[src/dio_cfg.svh]
`ifndef DIO_CFG_SVH
`define DIO_CFG_SVH

// Clock rate and filter timing
`define DIO_CLK_HZ        40000000
`define DIO_FILT_UNIT_MS  1
`define DIO_FILT_MAX_MS   163
`define DIO_MS_CYCLES     ((`DIO_CLK_HZ / 1000) * `DIO_FILT_UNIT_MS)

// Register byte offsets
`define DIO_OFS_IN_MODE   8'h00
`define DIO_OFS_FILT_MS   8'h04
`define DIO_OFS_IN_LEVEL  8'h08
`define DIO_OFS_EDGE_PEND 8'h0C
`define DIO_OFS_ISO_LATCH 8'h10
`define DIO_OFS_OUT_CMD   8'h14
`define DIO_OFS_OUT_SEL   8'h18
`define DIO_OFS_OUT_POL   8'h1C
`define DIO_OFS_EN_SEL    8'h20
`define DIO_OFS_EN_VAL    8'h24
`define DIO_OFS_EN_POL    8'h28
`define DIO_OFS_OUT_STATE 8'h2C

// Field layout
`define DIO_MODE_W        2
`define DIO_CMD_W         2
`define DIO_SEL_W         4
`define DIO_SEL_FOLLOW    3
`define DIO_ISO_DATA_W    5
`define DIO_FILT_W        8
`define DIO_OUT_STATE_EN  8

// Reset values
`define DIO_RST_WORD      32'h0000_0000
`define DIO_RST_FILT      8'h00

`endif

[src/dio_pkg.sv]
package dio_pkg;
   // Input line behaviour, encoded in two bits per line
   typedef enum logic [1:0] {
      IN_LEVEL,
      IN_ANY_EDGE,
      IN_RISE_EDGE,
      IN_FALL_EDGE
   } in_mode_t;

   // Output command, two bits per line
   typedef enum logic [1:0] {
      CMD_NONE,
      CMD_LOW,
      CMD_HIGH,
      CMD_TOGGLE
   } out_cmd_t;
endpackage

[src/line_filter.sv]
`timescale 1ns/100ps
`include "dio_cfg.svh"

module line_filter (
   input  wire logic       clk,
   input  wire logic       rst_n,
   input  wire logic       pin,
   input  wire logic       ms_tick,
   input  wire logic [7:0] width_ms,
   output logic            level,
   output logic            rise,
   output logic            fall
);
   logic       s1_r, s2_r, s3_r;
   logic       lvl_r, lvl_nxt;
   logic       rise_r, rise_nxt;
   logic       fall_r, fall_nxt;
   logic [7:0] cnt_r, cnt_nxt;

   // Qualify a new level only after it outlasts the filter width
   always_comb begin
      lvl_nxt  = lvl_r;
      cnt_nxt  = cnt_r;
      rise_nxt = 1'b0;
      fall_nxt = 1'b0;
      if ((s2_r == s3_r) && (s3_r != lvl_r)) begin
         if (cnt_r >= width_ms) begin
            lvl_nxt  = s3_r;
            cnt_nxt  = 8'h00;
            rise_nxt = s3_r;
            fall_nxt = ~s3_r;
         end else if (ms_tick) begin
            cnt_nxt = cnt_r + 8'h01;
         end
      end else begin
         cnt_nxt = 8'h00;                      // short excursion dropped
      end
   end

   // Three-stage synchroniser and filter state
   always_ff @(posedge clk or negedge rst_n) begin
      if (!rst_n) begin
         s1_r   <= 1'b0;
         s2_r   <= 1'b0;
         s3_r   <= 1'b0;
         lvl_r  <= 1'b0;
         cnt_r  <= 8'h00;
         rise_r <= 1'b0;
         fall_r <= 1'b0;
      end else begin
         s1_r   <= pin;
         s2_r   <= s1_r;
         s3_r   <= s2_r;
         lvl_r  <= lvl_nxt;
         cnt_r  <= cnt_nxt;
         rise_r <= rise_nxt;
         fall_r <= fall_nxt;
      end
   end

   assign level = lvl_r;
   assign rise  = rise_r;
   assign fall  = fall_r;
endmodule // line_filter

[src/dio_port.sv]
// Design decisions made here: the placing of the registers and the Wishbone interface to the registers.
`timescale 1ns/100ps
`include "dio_cfg.svh"
// Contract
// - Each input returns its level or detects any, rising or falling edges.
// - Falling mode flags only high-to-low moves, never low-to-high.
// - Edge counts only after new level lasts the filter width, 0 to 163 ms.
// - Edge-configured lines are sampled continuously and set a pending flag.
// - A pending edge is held until the next pending read, which returns it, or until its line's edge type changes.
// - Level reads keep edge state; a pending read or changing edge type clears pending.
// - Five isolated data lines are latched on each strobe rising edge.
// - Outputs can be forced low, high, toggled or follow a boolean source.
// - Enable lines are set, cleared or follow a source and gate outputs.
// - Per-enable polarity picks whether true or false source enables.
// - A source-driven output tracks its source until reassigned.

module dio_port #(
   parameter int N_IN      = 8,
   parameter int N_OUT     = 8,
   parameter int N_SRC     = 8,
   parameter int MS_CYCLES = `DIO_MS_CYCLES
) (
   input  wire logic              CLK,
   input  wire logic              RST_N,
   input  wire logic [7:0]        WB_ADR_I,
   input  wire logic [31:0]       WB_DAT_I,
   output logic      [31:0]       WB_DAT_O,
   input  wire logic [3:0]        WB_SEL_I,
   input  wire logic              WB_WE_I,
   input  wire logic              WB_STB_I,
   input  wire logic              WB_CYC_I,
   output logic                   WB_ACK_O,
   input  wire logic [N_IN-1:0]   DIN,
   input  wire logic [4:0]        ISO_DATA,
   input  wire logic              ISO_STROBE,
   input  wire logic [N_SRC-1:0]  BOOL_SRC,
   output logic      [N_OUT-1:0]  DOUT,
   output logic      [N_OUT-1:0]  DOUT_EN
);
   // Merge write data into a register under byte enables
   function automatic logic [31:0] merge(input logic [31:0] old, input logic [31:0] wd,
                                         input logic [3:0] sel);
      logic [31:0] r;
      r = old;
      for (int b = 0; b < 4; b++) begin
         if (sel[b]) r[8*b +: 8] = wd[8*b +: 8];
      end
      return r;
   endfunction

   // Pick a source bit with polarity from a 4-bit selector
   function automatic logic src_pick(input logic [3:0] sel, input logic [N_SRC-1:0] src,
                                     input logic pol);
      return src[sel[2:0]] ~^ pol;
   endfunction

   localparam int MS_W = $clog2(MS_CYCLES + 1);
   localparam logic [MS_W-1:0] MS_LAST = MS_W'(MS_CYCLES - 1);

   logic [MS_W-1:0] ms_cnt_r, ms_cnt_nxt;
   logic            ms_tick_r, ms_tick_nxt;

   // Millisecond enable pulse for the filters
   always_comb begin
      ms_tick_nxt = 1'b0;
      ms_cnt_nxt  = ms_cnt_r + MS_W'(1);
      if (ms_cnt_r == MS_LAST) begin
         ms_cnt_nxt  = '0;
         ms_tick_nxt = 1'b1;
      end
   end

   always_ff @(posedge CLK or negedge RST_N) begin
      if (!RST_N) begin
         ms_cnt_r  <= '0;
         ms_tick_r <= 1'b0;
      end else begin
         ms_cnt_r  <= ms_cnt_nxt;
         ms_tick_r <= ms_tick_nxt;
      end
   end

   // Configuration and status state
   logic [31:0]      in_mode_r, in_mode_nxt;
   logic [7:0]       filt_r, filt_nxt, filt_eff;
   logic [N_IN-1:0]  pend_r, pend_nxt;
   logic [4:0]       iso_r, iso_nxt;
   logic [N_OUT-1:0] lvl_r, lvl_nxt;
   logic [31:0]      out_sel_r, out_sel_nxt;
   logic [N_OUT-1:0] out_pol_r, out_pol_nxt;
   logic [31:0]      en_sel_r, en_sel_nxt;
   logic [N_OUT-1:0] en_val_r, en_val_nxt;
   logic [N_OUT-1:0] en_pol_r, en_pol_nxt;
   logic [N_OUT-1:0] dout_r, dout_nxt, den_r, den_nxt;
   logic [31:0]      dat_r, dat_nxt;
   logic             ack_r, ack_nxt;

   logic [N_IN-1:0]  in_lvl, in_rise, in_fall, edge_set;
   logic [5:0]       iso_lvl, iso_rise;
   logic             req, wr, rd;
   logic [31:0]      wmask;

   // Filter width saturates at the longest allowed value
   assign filt_eff = (filt_r > 8'(`DIO_FILT_MAX_MS)) ? 8'(`DIO_FILT_MAX_MS) : filt_r;

   // One filter per digital input
   for (genvar i = 0; i < N_IN; i++) begin : g_in
      line_filter u_filt (
         .clk      (CLK),
         .rst_n    (RST_N),
         .pin      (DIN[i]),
         .ms_tick  (ms_tick_r),
         .width_ms (filt_eff),
         .level    (in_lvl[i]),
         .rise     (in_rise[i]),
         .fall     (in_fall[i])
      );
   end

   // Isolated data lines and strobe, synchronised without filtering
   for (genvar i = 0; i < 6; i++) begin : g_iso
      line_filter u_iso (
         .clk      (CLK),
         .rst_n    (RST_N),
         .pin      ((i == 5) ? ISO_STROBE : ISO_DATA[i % 5]),
         .ms_tick  (1'b0),
         .width_ms (8'h00),
         .level    (iso_lvl[i]),
         .rise     (iso_rise[i]),
         .fall     ()
      );
   end

   // Edge qualification per line mode
   always_comb begin
      for (int i = 0; i < N_IN; i++) begin
         case (dio_pkg::in_mode_t'(in_mode_r[2*i +: 2]))
            dio_pkg::IN_ANY_EDGE:  edge_set[i] = in_rise[i] | in_fall[i];
            dio_pkg::IN_RISE_EDGE: edge_set[i] = in_rise[i];
            dio_pkg::IN_FALL_EDGE: edge_set[i] = in_fall[i];
            default:               edge_set[i] = 1'b0;
         endcase
      end
   end

   assign req   = WB_CYC_I & WB_STB_I & ~ack_r;
   assign wr    = req & WB_WE_I;
   assign rd    = req & ~WB_WE_I;
   assign wmask = merge(32'h0000_0000, WB_DAT_I, WB_SEL_I);

   // Bus decode, register updates and line behaviour
   always_comb begin
      logic [31:0] w;
      logic [31:0] rsrc;
      w           = 32'h0000_0000;
      in_mode_nxt = in_mode_r;
      filt_nxt    = filt_r;
      out_sel_nxt = out_sel_r;
      out_pol_nxt = out_pol_r;
      en_sel_nxt  = en_sel_r;
      en_val_nxt  = en_val_r;
      en_pol_nxt  = en_pol_r;
      lvl_nxt     = lvl_r;
      iso_nxt     = iso_r;
      pend_nxt    = pend_r | edge_set;               // set wins
      rsrc        = 32'h0000_0000;
      ack_nxt     = req;
      dat_nxt     = 32'h0000_0000;

      if (iso_rise[5]) begin
         iso_nxt = iso_lvl[4:0];
      end

      if (wr && WB_ADR_I[7:2] == `DIO_OFS_IN_MODE >> 2) begin
         in_mode_nxt = merge(in_mode_r, WB_DAT_I, WB_SEL_I);
         for (int i = 0; i < N_IN; i++) begin
            if (in_mode_nxt[2*i +: 2] != in_mode_r[2*i +: 2]) begin
               pend_nxt[i] = edge_set[i];            // new mode restarts
            end
         end
      end else if (wr && WB_ADR_I[7:2] == `DIO_OFS_FILT_MS >> 2) begin
         w        = merge({24'h000000, filt_r}, WB_DAT_I, WB_SEL_I);
         filt_nxt = w[7:0];
      end else if (wr && WB_ADR_I[7:2] == `DIO_OFS_OUT_CMD >> 2) begin
         for (int i = 0; i < N_OUT; i++) begin
            case (dio_pkg::out_cmd_t'(wmask[2*i +: 2]))
               dio_pkg::CMD_LOW: begin
                  lvl_nxt[i] = 1'b0;
                  out_sel_nxt[4*i + `DIO_SEL_FOLLOW] = 1'b0;
               end
               dio_pkg::CMD_HIGH: begin
                  lvl_nxt[i] = 1'b1;
                  out_sel_nxt[4*i + `DIO_SEL_FOLLOW] = 1'b0;
               end
               dio_pkg::CMD_TOGGLE: begin
                  lvl_nxt[i] = ~lvl_r[i];
                  out_sel_nxt[4*i + `DIO_SEL_FOLLOW] = 1'b0;
               end
               default: begin
                  lvl_nxt[i] = lvl_r[i];
               end
            endcase
         end
      end else if (wr && WB_ADR_I[7:2] == `DIO_OFS_OUT_SEL >> 2) begin
         out_sel_nxt = merge(out_sel_r, WB_DAT_I, WB_SEL_I);
      end else if (wr && WB_ADR_I[7:2] == `DIO_OFS_OUT_POL >> 2) begin
         w           = merge(32'(out_pol_r), WB_DAT_I, WB_SEL_I);
         out_pol_nxt = w[N_OUT-1:0];
      end else if (wr && WB_ADR_I[7:2] == `DIO_OFS_EN_SEL >> 2) begin
         en_sel_nxt = merge(en_sel_r, WB_DAT_I, WB_SEL_I);
      end else if (wr && WB_ADR_I[7:2] == `DIO_OFS_EN_VAL >> 2) begin
         w          = merge(32'(en_val_r), WB_DAT_I, WB_SEL_I);
         en_val_nxt = w[N_OUT-1:0];
      end else if (wr && WB_ADR_I[7:2] == `DIO_OFS_EN_POL >> 2) begin
         w          = merge(32'(en_pol_r), WB_DAT_I, WB_SEL_I);
         en_pol_nxt = w[N_OUT-1:0];
      end

      // Read mux, unmapped addresses read zero
      if (WB_ADR_I[7:2] == `DIO_OFS_IN_MODE >> 2) begin
         rsrc = in_mode_r;
      end else if (WB_ADR_I[7:2] == `DIO_OFS_FILT_MS >> 2) begin
         rsrc = {24'h000000, filt_r};
      end else if (WB_ADR_I[7:2] == `DIO_OFS_IN_LEVEL >> 2) begin
         rsrc = 32'(in_lvl);                         // no side effect
      end else if (WB_ADR_I[7:2] == `DIO_OFS_EDGE_PEND >> 2) begin
         rsrc = 32'(pend_r);
         if (rd) begin
            pend_nxt = edge_set;                     // cleared, new edge kept
         end
      end else if (WB_ADR_I[7:2] == `DIO_OFS_ISO_LATCH >> 2) begin
         rsrc = {27'h0000000, iso_r};
      end else if (WB_ADR_I[7:2] == `DIO_OFS_OUT_SEL >> 2) begin
         rsrc = out_sel_r;
      end else if (WB_ADR_I[7:2] == `DIO_OFS_OUT_POL >> 2) begin
         rsrc = 32'(out_pol_r);
      end else if (WB_ADR_I[7:2] == `DIO_OFS_EN_SEL >> 2) begin
         rsrc = en_sel_r;
      end else if (WB_ADR_I[7:2] == `DIO_OFS_EN_VAL >> 2) begin
         rsrc = 32'(en_val_r);
      end else if (WB_ADR_I[7:2] == `DIO_OFS_EN_POL >> 2) begin
         rsrc = 32'(en_pol_r);
      end else if (WB_ADR_I[7:2] == `DIO_OFS_OUT_STATE >> 2) begin
         rsrc = 32'(dout_r) | (32'(den_r) << `DIO_OUT_STATE_EN);
      end
      if (rd) begin
         dat_nxt = rsrc;
      end

      // Output drive and enable gating
      for (int i = 0; i < N_OUT; i++) begin
         if (en_sel_r[4*i + `DIO_SEL_FOLLOW]) begin
            den_nxt[i] = src_pick(en_sel_r[4*i +: 4], BOOL_SRC, en_pol_r[i]);
         end else begin
            den_nxt[i] = en_val_r[i];
         end
         if (out_sel_r[4*i + `DIO_SEL_FOLLOW]) begin
            dout_nxt[i] = src_pick(out_sel_r[4*i +: 4], BOOL_SRC, out_pol_r[i]);
         end else begin
            dout_nxt[i] = lvl_r[i];
         end
         dout_nxt[i] = dout_nxt[i] & den_nxt[i];
      end
   end

   // Register everything
   always_ff @(posedge CLK or negedge RST_N) begin
      if (!RST_N) begin
         in_mode_r <= `DIO_RST_WORD;
         filt_r    <= `DIO_RST_FILT;
         pend_r    <= '0;
         iso_r     <= 5'h00;
         lvl_r     <= '0;
         out_sel_r <= `DIO_RST_WORD;
         out_pol_r <= '0;
         en_sel_r  <= `DIO_RST_WORD;
         en_val_r  <= '0;
         en_pol_r  <= '0;
         dout_r    <= '0;
         den_r     <= '0;
         dat_r     <= 32'h0000_0000;
         ack_r     <= 1'b0;
      end else begin
         in_mode_r <= in_mode_nxt;
         filt_r    <= filt_nxt;
         pend_r    <= pend_nxt;
         iso_r     <= iso_nxt;
         lvl_r     <= lvl_nxt;
         out_sel_r <= out_sel_nxt;
         out_pol_r <= out_pol_nxt;
         en_sel_r  <= en_sel_nxt;
         en_val_r  <= en_val_nxt;
         en_pol_r  <= en_pol_nxt;
         dout_r    <= dout_nxt;
         den_r     <= den_nxt;
         dat_r     <= dat_nxt;
         ack_r     <= ack_nxt;
      end
   end

   assign WB_DAT_O = dat_r;
   assign WB_ACK_O = ack_r;
   assign DOUT     = dout_r;
   assign DOUT_EN  = den_r;
endmodule // dio_port

[config.mk]
export PLATFORM = sky130hd
export DESIGN_NAME = dio_port
export DESIGN_NICKNAME = d
export VERILOG_FILES = /design/src/dio_pkg.sv /design/src/line_filter.sv /design/src/dio_port.sv
export VERILOG_INCLUDE_DIRS = /design/src /design/src/src
export SDC_FILE = /design/constraint.sdc
export NUM_CORES = 1
export LEC_CHECK = 0
export ABC_AREA = 1
export BUFFER_PORTS_ARGS = -buffer_cell sky130_fd_sc_hd__buf_2
export CAP_MARGIN = 25
export CORE_UTILIZATION = 30
export DETAILED_ROUTE_END_ITERATION = 8
export GPL_TIMING_DRIVEN = 0
export PLACE_DENSITY_LB_ADDON = 0.3
export SLEW_MARGIN = 20
export SYNTH_ARGS = -nofsm -noshare
export SYNTH_HDL_FRONTEND = slang
export SYNTH_SLANG_ARGS = --single-unit
[constraint.sdc]
create_clock -name CLK -period 4.5 [get_ports CLK]
set_clock_uncertainty 0.05 [all_clocks]
set_input_delay 0.675 -clock CLK [delete_from_list [all_inputs] [get_ports CLK]]
set_output_delay 0.675 -clock CLK [all_outputs]
set_load 0.02 [all_outputs]
Yosys cells after proc, flatten, opt, wreduce, memory -nomap -nowiden
Index checks and enable logic that the tools add are counted.
Cells by class
  $add $sub $neg: 9
  multiply operators: 0
  divide/modulo/power cells: 0
  $lt $le $gt $ge: 31
  equal/unequal tests: 118
  shifts and indexed selects: 0
  multiplexer cells: 190
  bitwise operators: 63
  reduce and logical (&&, ||, !) cells: 88
Operators with widths (number)
  8-bit two-way mux: 53
  32-bit two-way mux: 10
  1-bit two-way mux: 91
  8-bit by 1-bit adder with 8-bit output (second input constant): 8
  2-bit equality test (second input constant): 32
  8-bit greater-or-equal comparator: 8
  3-bit by 4-bit < comparator with 1-bit output (second input constant): 16
  16-bit two-way mux: 4
  5-bit AND reduction: 12
  1-bit binary-select mux with 3-bit select: 16
  8-bit by 1-bit greater-or-equal comparator with 1-bit output (second input constant): 6
  1-bit case mux with 3 select lines: 16
  2-bit by 1-bit equality test with 1-bit output (second input constant): 16
  2-bit AND reduction: 16
  4-bit AND reduction: 8
  2-bit != test (second input constant): 14
  7-bit AND reduction: 4
  1-bit inverter: 25
  6-bit by 3-bit equality test with 1-bit output (second input constant): 4
  6-bit by 4-bit equality test with 1-bit output (second input constant): 4
  3-bit != test (second input constant): 8
  3-bit nonzero test: 8
  3-bit OR reduction: 8
  1-bit logical AND: 22
  19 further kinds: 90
Storage, ports and cells
  register bits: 400
  latch bits: 0
  bits in writable memories: 0
  bits in read-only memories: 0
  input bits: 71
  output and inout bits: 49
  memories: 0

Logic depth before layout (Yosys ltp)
Gate-level depths: netlist (run 1).
  word-level depth: 13
  gate-level depth with buffers: 13
  gate-level depth less buffers: 13

Cells and area by module
From an unflattened synthesis (run 1), not the netlist that was laid out.
Unflattened totals
  cells, all modules: 3100
  area total of the unflattened synthesis: 23976.7 um2
By module, submodules not included
  line_filter: times used 14, cells an instance 118, area each 904.6 um2, sequential area each 350.3 um2
  dio_port: times used 1, cells an instance 1448, area each 11312.1 um2, sequential area each 5380.2 um2

Worst setup path before layout (run 1)
OpenSTA, ideal clock, no wires.
  path type: reg-to-reg
  start: register filt_r[2]
  end: register g_in[0].u_filt.cnt_r[0]
  setup time: 90 ps
  arrival: 2092 ps
  path slack: 2267 ps
  stages on the path, launching flop included: 9
  buffers on the path: 0
  period minus slack after synthesis: 2233 ps
  path through: dfrtp_1 -> o31ai_1 -> a21oi_1 -> nor2_1 -> ha_1 -> a21oi_1 -> o21a_1 -> nand4_1 -> nor3b_1
Between the ends
  cells in the longest elaborated chain, start to end: 5
  elaborated cells between the ends (all ways): 6
  classes of those cells: order compare (2); eq/ne (1); mux (3)
RTL lines
  start, declared: RTL line dio_port.sv:85  | logic [7:0] filt_r, filt_nxt, filt_eff;
  start signal, assigned: RTL line dio_port.sv:270  | filt_r <= `DIO_RST_FILT;
  start signal, assigned: RTL line dio_port.sv:285  | filt_r <= filt_nxt;
  8-bit > comparator: RTL line dio_port.sv:104  | assign filt_eff = (filt_r > 8'(`DIO_FILT_MAX_MS)) ? 8'(`DIO_FILT_MAX_MS) : filt_r;
  8-bit two-way mux *: RTL line dio_port.sv:104
  8-bit greater-or-equal comparator *: RTL line line_filter.sv:27  | if (cnt_r >= width_ms) begin
  8-bit two-way mux: RTL line line_filter.sv:27
  8-bit two-way mux: RTL line line_filter.sv:26  | if ((s2_r == s3_r) && (s3_r != lvl_r)) begin
  end signal, assigned: RTL line line_filter.sv:55  | cnt_r <= cnt_nxt;
  end, declared: RTL line line_filter.sv:18  | logic [7:0] cnt_r, cnt_nxt;
Mark *: on every way between the ends. The rest lies on a longest branch, timed or not.
A chain may end at the register's enable or synchronous reset.

Final worst setup path (run 1)
  start: register filt_r[7]
  end: register g_in[1].u_filt.cnt_r[0]
Between the ends
  cells in the longest elaborated chain, start to end: 5
  elaborated cells between the ends (all ways): 6
  classes of those cells: order compare (2); eq/ne (1); mux (3)
RTL lines (RTL line)
  8-bit > comparator: dio_port.sv:104
  8-bit two-way mux *: dio_port.sv:104
  8-bit greater-or-equal comparator *: line_filter.sv:27
  8-bit two-way mux: line_filter.sv:27
  8-bit two-way mux: line_filter.sv:26
  end signal, assigned: line_filter.sv:55
  end, declared: line_filter.sv:18
Marked as above.

==> results of run 1 <==
==> final timing paths <==
| kind | start | endpoint | slack, ns | cells past startpoint |
|---|---|---|---|---|
| worst max-delay path | filt_r[7] | g_in[1].u_filt.cnt_r[0] | 1.23 | 9 |
| worst min-delay path | ISO_DATA[4] | g_iso[4].u_iso.s1_r | 0.15 | 1 |
| worst max register to register | filt_r[7] | g_in[1].u_filt.cnt_r[0] | 1.23 | 9 |
| worst min register to register | g_iso[5].u_iso.s1_r | g_iso[5].u_iso.s2_r | 0.30 | 0 |
| max in group asynchronous | RST_N | g_in[1].u_filt.cnt_r[1] | 2.68 | 4 |
| min in group asynchronous | RST_N | out_sel_r[16] | 0.54 | 2 |
==> layer usage <==
layer / vias to the layer above / share of wire, %
li1: 7363 / -
met1: 7566 / 44
met2: 532 / 46
met3: 111 / 7.4
met4: 4 / 2.8
met5: - / 0.040
==> worst max-delay path, delay by kind of cell (launching register included) <==
kind	cells	cell delay [ns]
flip-flops	1	0.42
adder cells (fa/ha/maj)	1	0.41
AND/OR/NAND/NOR	4	1.45
AO/OA/AOI/OAI	3	0.40
buffers and inverters	1	0.45
==> placed cells by master (no fill, tap or decap), types with 5 or more instances in the layout <==
cell type,instances
a22oi_1,8
nand4_1,34
mux2_2,9
buf_4,6
nor3_1,6
and3_1,8
xor2_1,54
o31ai_1,5
clkinv_2,12
clkbuf_8,9
nand3b_1,5
clkbuf_1,51
nand3_1,86
nor2_4,6
dfrtp_1,352
o21ai_0,202
buf_2,126
o211ai_1,45
o21ai_1,24
a32oi_1,5
a21oi_1,183
nand2_1,457
ha_1,73
nor2_1,181
o21a_1,8
clkbuf_16,42
nor3b_1,11
maj3_1,5
inv_1,213
or2_2,7
nor2_2,8
xnor2_1,28
==> area by class of cell <==
cell class	instances	area, um2	area share (%)
flip-flops and latches	352	8810	41.9
multi-input cells	1481	7960	37.9
clock buffers	56	1190	5.68
well taps	773	967	4.61
inverters	218	818	3.90
repair buffers	120	708	3.37
plain buffers	68	298	1.42
clock inverters	22	238	1.13
diodes	2	5.00	0.0238
==> cell families after synthesis <==
logic type	count (synthesis)	synth area share (%)
mux	12	0.755
compound gates	486	14.7
flops	352	49.2
xor+xnor	82	4.01
buf+inv	286	6.24
fa+ha+maj	78	5.39
simple gates	823	19.7
==> cell usage after synthesis, drive strengths merged (34+ instances only) <==
library cell	instances	area share, %
o21ai	227	6.4
nand2	460	9.7
nand4	34	1.2
inv	217	4.6
ha	73	5.1
a21oi	183	5.1
clkbuf	46	0.97
o211ai	45	1.9
nor2	195	4.5
nand3	90	2.6
xor2	54	2.6
dfrtp	352	49
==> sequential cells by signal (all words and copies together) (netlist names), 16 cells and up <==
register,cells
in_mode_r,32
ms_cnt_r,16
out_sel_r,32
WB_DAT_O,32
en_sel_r,32
g_in.u_filt.cnt_r,64
==> metrics by stage <==
step / cell area, um2 / util, % / cells
3_3_place_gp: 19400 / 32.9 / 3006
2_1_floorplan: 17900 / - / 2119
6_report: 21000 / 35.6 / 3092
4_1_cts: 21000 / 35.6 / 3090
3_5_place_dp: 19600 / 33.1 / 3011
5_1_grt: 21000 / 35.6 / 3091
==> power breakdown <==
group / switching (W) / internal (W)
Sequential: 0.0000865 / 0.00327
Clock: 0.00145 / 0.00206
Combinational: 0.000380 / 0.000168
==> impl_metrics.env, run 1 <==
export IMPL_yosysSeqAreaShare_pct=49.2
export IMPL_grt_pass1_wl_um=87600
export IMPL_yosysWarnings=0
export IMPL_fillCellCount=6189
export IMPL_yosys_register_bits=352
export IMPL_grt_busiest_layer="met2"
export IMPL_die_area_um2=60600
export IMPL_worst_setup_path_start_kind="register"
export IMPL_cts_resized=0
export IMPL_hpwlAfterDp_um=41800
export IMPL_area_growth_pct=17.4
export IMPL_port_buffer_count=114
export IMPL_fin_tns_setup_ns=0
export IMPL_vias=15600
export IMPL_grt_max_degree=94
export IMPL_grt_use_met1_pct=25.5
export IMPL_ctsHoldBuffers=1
export IMPL_maxCapViolCount=0
export IMPL_power_leakage_nw=9.81
export IMPL_drt_initial_drc_count=1333
export IMPL_clock_fmax_mhz=306
export IMPL_async_flop_share_pct=100
export IMPL_vias_per_cell=5.04
export IMPL_htree_levels=2
export IMPL_clock_path_buffers=3
export IMPL_ant_nets=0
export IMPL_hold_viol=0
export IMPL_firstDrtPassIters=6
export IMPL_crit_type="reg -> reg"
export IMPL_antenna_found_initial=6
export IMPL_synth_edf_count=0
export IMPL_grt_total_usage_pct=19.0
export IMPL_start_util_pct=30.3
export IMPL_met2_usage_pct=29.9
export IMPL_cp_max_fo=9
export IMPL_worstPathCellList="inv_1, a21oi_1, nor2_1, ha_1, a21oi_1, o21ai_0, nand2_1, nand4_1, nor3b_1"
export IMPL_holdWs_ns=0.146
export IMPL_post_route_min_period_ns=3.27
export IMPL_place_congestion=0.928
export IMPL_status="finished clean"
export IMPL_hold_path_class="in -> reg"
export IMPL_drt_total_wl_um=57000
export IMPL_synth_net_count=2263
export IMPL_clk_latency_ns=0.58
export IMPL_critical_path_arrival_ns=3.71
export IMPL_power_density_nw_per_um2=353
export IMPL_cts_root_buf="clkbuf_16"
export IMPL_ir_worst_vdd_mv=0.250
export IMPL_cts_tree="built"
export IMPL_final_max_slew_viol_count=0
export IMPL_crit_required_ns=4.94
export IMPL_path_clk_slew_ns=0.06
export IMPL_layout_nets=2427
export IMPL_setup_slack_ns=1.23
export IMPL_slew_headroom_pct=32.4
export IMPL_coreArea_um2=59000
export IMPL_die_height_um=246
export IMPL_die_w_um=246
export IMPL_synth_area_um2=17900
export IMPL_use_met3_pct=4.10
export IMPL_routedWlPerCell_um=18.4
export IMPL_syn_inst=2119
export IMPL_slowest_delay_ns=0.80
export IMPL_pre_cts_ws_ns=1.16
export IMPL_period_share_pct=72.6
export IMPL_pin_count=120
export IMPL_drive_gt1_share_pct=11.0
export IMPL_synth_cell_types=43
export IMPL_worst_pin_slew_ns=1.01
export IMPL_rows=89
export IMPL_avgSynthCellArea_um2=8.44
export IMPL_grt_pass1_vias=14900
export IMPL_p_total_w=0.00742
export IMPL_drc=0
export IMPL_cts_buffers=42
export IMPL_rsz0062_at_grt="no"
export IMPL_crit_path_end_kind="register"
export IMPL_cp_slowest_cell="nor2_1"
export IMPL_cts_sinks=352
export IMPL_cts_setup_buffers=0
export IMPL_overflow=0
export IMPL_timing_critical_path_mode_cell="a21oi_1"
export IMPL_finalSetupViolCount=0
export IMPL_ys_flop_type="dfrtp_1"
No activity file was read; power rests on OpenSTA's default activity.
==> inputs of run 2 (changes only) <==
- clock period: 4.5 -> 2.8 ns (I/O delays scaled with it)
==> run 2 against run 1 <==
Against the previous run: wire length rose by 0.42%; register-to-register slack got worse by 1.1 ns; cell count rose by 0.97%; utilization rose by 0.50 points; via count rose by 0.58%; fmax rose by 25%; die area did not move; critical path type unchanged.
==> impl_metrics.env, run 2 (same netlist as run 1, synthesis figures left out) <==
export IMPL_pre_cts_ws_ns=-0.538
export IMPL_path_clk_slew_ns=0.06
export IMPL_drc=0
export IMPL_clock_fmax_mhz=382
export IMPL_drt_total_wl_um=57200
export IMPL_fin_cells=3122
export IMPL_area_growth_pct=19.0
export IMPL_cp_max_fo=8
export IMPL_worstHoldPathCells=3
export IMPL_grt_pass1_wl_um=87800
export IMPL_power_leakage_nw=9.94
export IMPL_worst_pin_slew_ns=0.982
export IMPL_ir_worst_vdd_mv=0.400
export IMPL_final_cell_mix="453 x nand2_1, 352 x dfrtp_1, 211 x inv_1"
export IMPL_grt_pass1_vias=15000
export IMPL_power_density_nw_per_um2=561
export IMPL_grt_max_degree=94
export IMPL_vias_per_cell=5.02
export IMPL_antenna_found_initial=6
export IMPL_place_congestion=0.928
export IMPL_slew_headroom_pct=34.5
export IMPL_setup_slack_ns=0.182
export IMPL_rr_worst_depth=11
export IMPL_cts_root_buf="clkbuf_16"
export IMPL_die_height_um=246
export IMPL_worst_setup_path_start_kind="register"
export IMPL_port_buffer_count=114
export IMPL_vias=15700
export IMPL_drt_initial_drc_count=1244
export IMPL_final_max_slew_viol_count=0
export IMPL_pin_count=120
export IMPL_die_w_um=246
export IMPL_layout_nets=2455
export IMPL_finalSetupViolCount=0
export IMPL_coreArea_um2=59000
export IMPL_p_clk_share_pct=47.2
export IMPL_cts_tree="built"
export IMPL_routedWlPerCell_um=18.3
export IMPL_placedCellCount=3011
export IMPL_final_common_cell="nand2_1"
export IMPL_r2r_slack_ns=0.18
export IMPL_comb_power_share_pct=7.6
export IMPL_crit_required_ns=3.25
export IMPL_grt_total_usage_pct=19.0
export IMPL_firstDrtPassIters=5
export IMPL_post_route_min_period_ns=2.62
export IMPL_intPower_w=0.00886
export IMPL_hold_path_class="in -> reg"
export IMPL_drive_gt1_share_pct=11.9
export IMPL_rsz0062_at_grt="yes"
export IMPL_cts_buffers=42
export IMPL_crit_path_end_kind="register"
export IMPL_largest_reg_flops=64
export IMPL_cts_sinks=352
export IMPL_maxCapViolCount=0
export IMPL_overflow=0
export IMPL_switching_power_w=0.00308
export IMPL_critical_path_arrival_ns=3.07
export IMPL_die_area_um2=60600
export IMPL_crit_type="reg -> reg"
export IMPL_clk_latency_ns=0.58
export IMPL_clock_path_buffers=3
export IMPL_start_util_pct=30.3
export IMPL_period_share_pct=93.5
export IMPL_p_seq_share_pct=45.2
export IMPL_netSwitchingFraction_pct=25.8
export IMPL_ant_nets=0
export IMPL_hold_viol=0
export IMPL_max_flop_register="g_in.u_filt.cnt_r"
export IMPL_htree_levels=2
export IMPL_status="finished clean"
export IMPL_rows=89
export IMPL_hpwlAfterDp_um=41800
## run 2: changes by cell type in the layout (fill, tap and decap cells not counted), moves of 2 or more
cell           previous run  this run
buf_4                     6        20
diode_2                   2         4
dlygate4sd3_1             1        15
inv_1                   213       211
nand2_1                 457       453
nand2_4                   0         3
nor2_1                  181       179
## run 2: repair_timing
action,in CTS,in global routing
hold endpoints to repair,52,0
gates resized for setup,10,4
gates cloned,0,0
setup buffers,1,13
pin swaps,0,5
endpoints found under the setup margin,89,61
hold buffers,15,0
## run 2: path summary, 6_finish.rpt
| check | to | startpoint |
|---|---|---|
| min in group asynchronous | out_sel_r[16] | RST_N |
| hold reg to reg | g_iso[5].u_iso.s2_r | g_iso[5].u_iso.s1_r |
| hold / removal | en_sel_r[15] | WB_DAT_I[15] |
| setup / recovery | g_in[1].u_filt.cnt_r[1] | filt_r[3] |
| setup reg to reg | g_in[1].u_filt.cnt_r[1] | filt_r[3] |
| max in group asynchronous | g_in[3].u_filt.s2_r | RST_N |
## run 2: worst max-delay path, stage by stage, from the launching register on
cell	delay, ns
dfrtp_1	0.45
o31ai_1	0.32
a21oi_2	0.16
inv_2	0.17
nand2_2	0.23
ha_1	0.35
nand2_1	0.07
o21ai_0	0.09
nand2_1	0.10
nand4_1	0.21
buf_4	0.21
a21oi_1	0.12
## run 2: cell type report
type	instances	area, um2
Fill cell	6166	37700
Sequential cell	352	8810
Multi-Input combinational cell	1481	8000
Clock buffer	56	1190
Tap cell	773	967
Timing Repair Buffer	148	953
Inverter	218	822
Buffer	68	299
Clock inverter	22	238
Antenna cell	4	10.0
## run 2: power groups by stage
stage	clock network [W]	registers (W)	logic (W)
global placement	0	0.00549	0.000830
finish	0.00564	0.00540	0.000903
CTS	0.00578	0.00540	0.000899
floorplan	0	0.00545	0.000478
detailed placement	0	0.00549	0.000875
global route	0.00599	0.00542	0.00101
## run 2: metal layers
| layer | vias to the layer above | global-route usage [%] | part of all wire [%] |
|---|---|---|---|
| li1 | 7422 | - | - |
| met1 | 7604 | 25.5 | 44 |
| met2 | 530 | 30.0 | 46 |
| met3 | 106 | 4.10 | 7.5 |
| met4 | 4 | 6.52 | 2.8 |
| met5 | - | 0 | 0.040 |
## run 2: stage by stage
| stage | TNS (ns) | hold WS, ns | area [um2] | util (%) | total power [W] |
|---|---|---|---|---|---|
| 2_1_floorplan | 0 | 0.0744 | 17900 | - | 0.00593 |
| 3_3_place_gp | -2042.13 | 0.284 | 19400 | 32.9 | 0.00632 |
| 3_5_place_dp | -33.30 | 0.285 | 19600 | 33.1 | 0.00637 |
| 4_1_cts | 0 | 0.0370 | 21200 | 35.9 | 0.0121 |
| 5_1_grt | -0.0150 | 0.0559 | 21300 | 36.1 | 0.0124 |
| 6_report | 0 | 0.0621 | 21300 | 36.1 | 0.0119 |
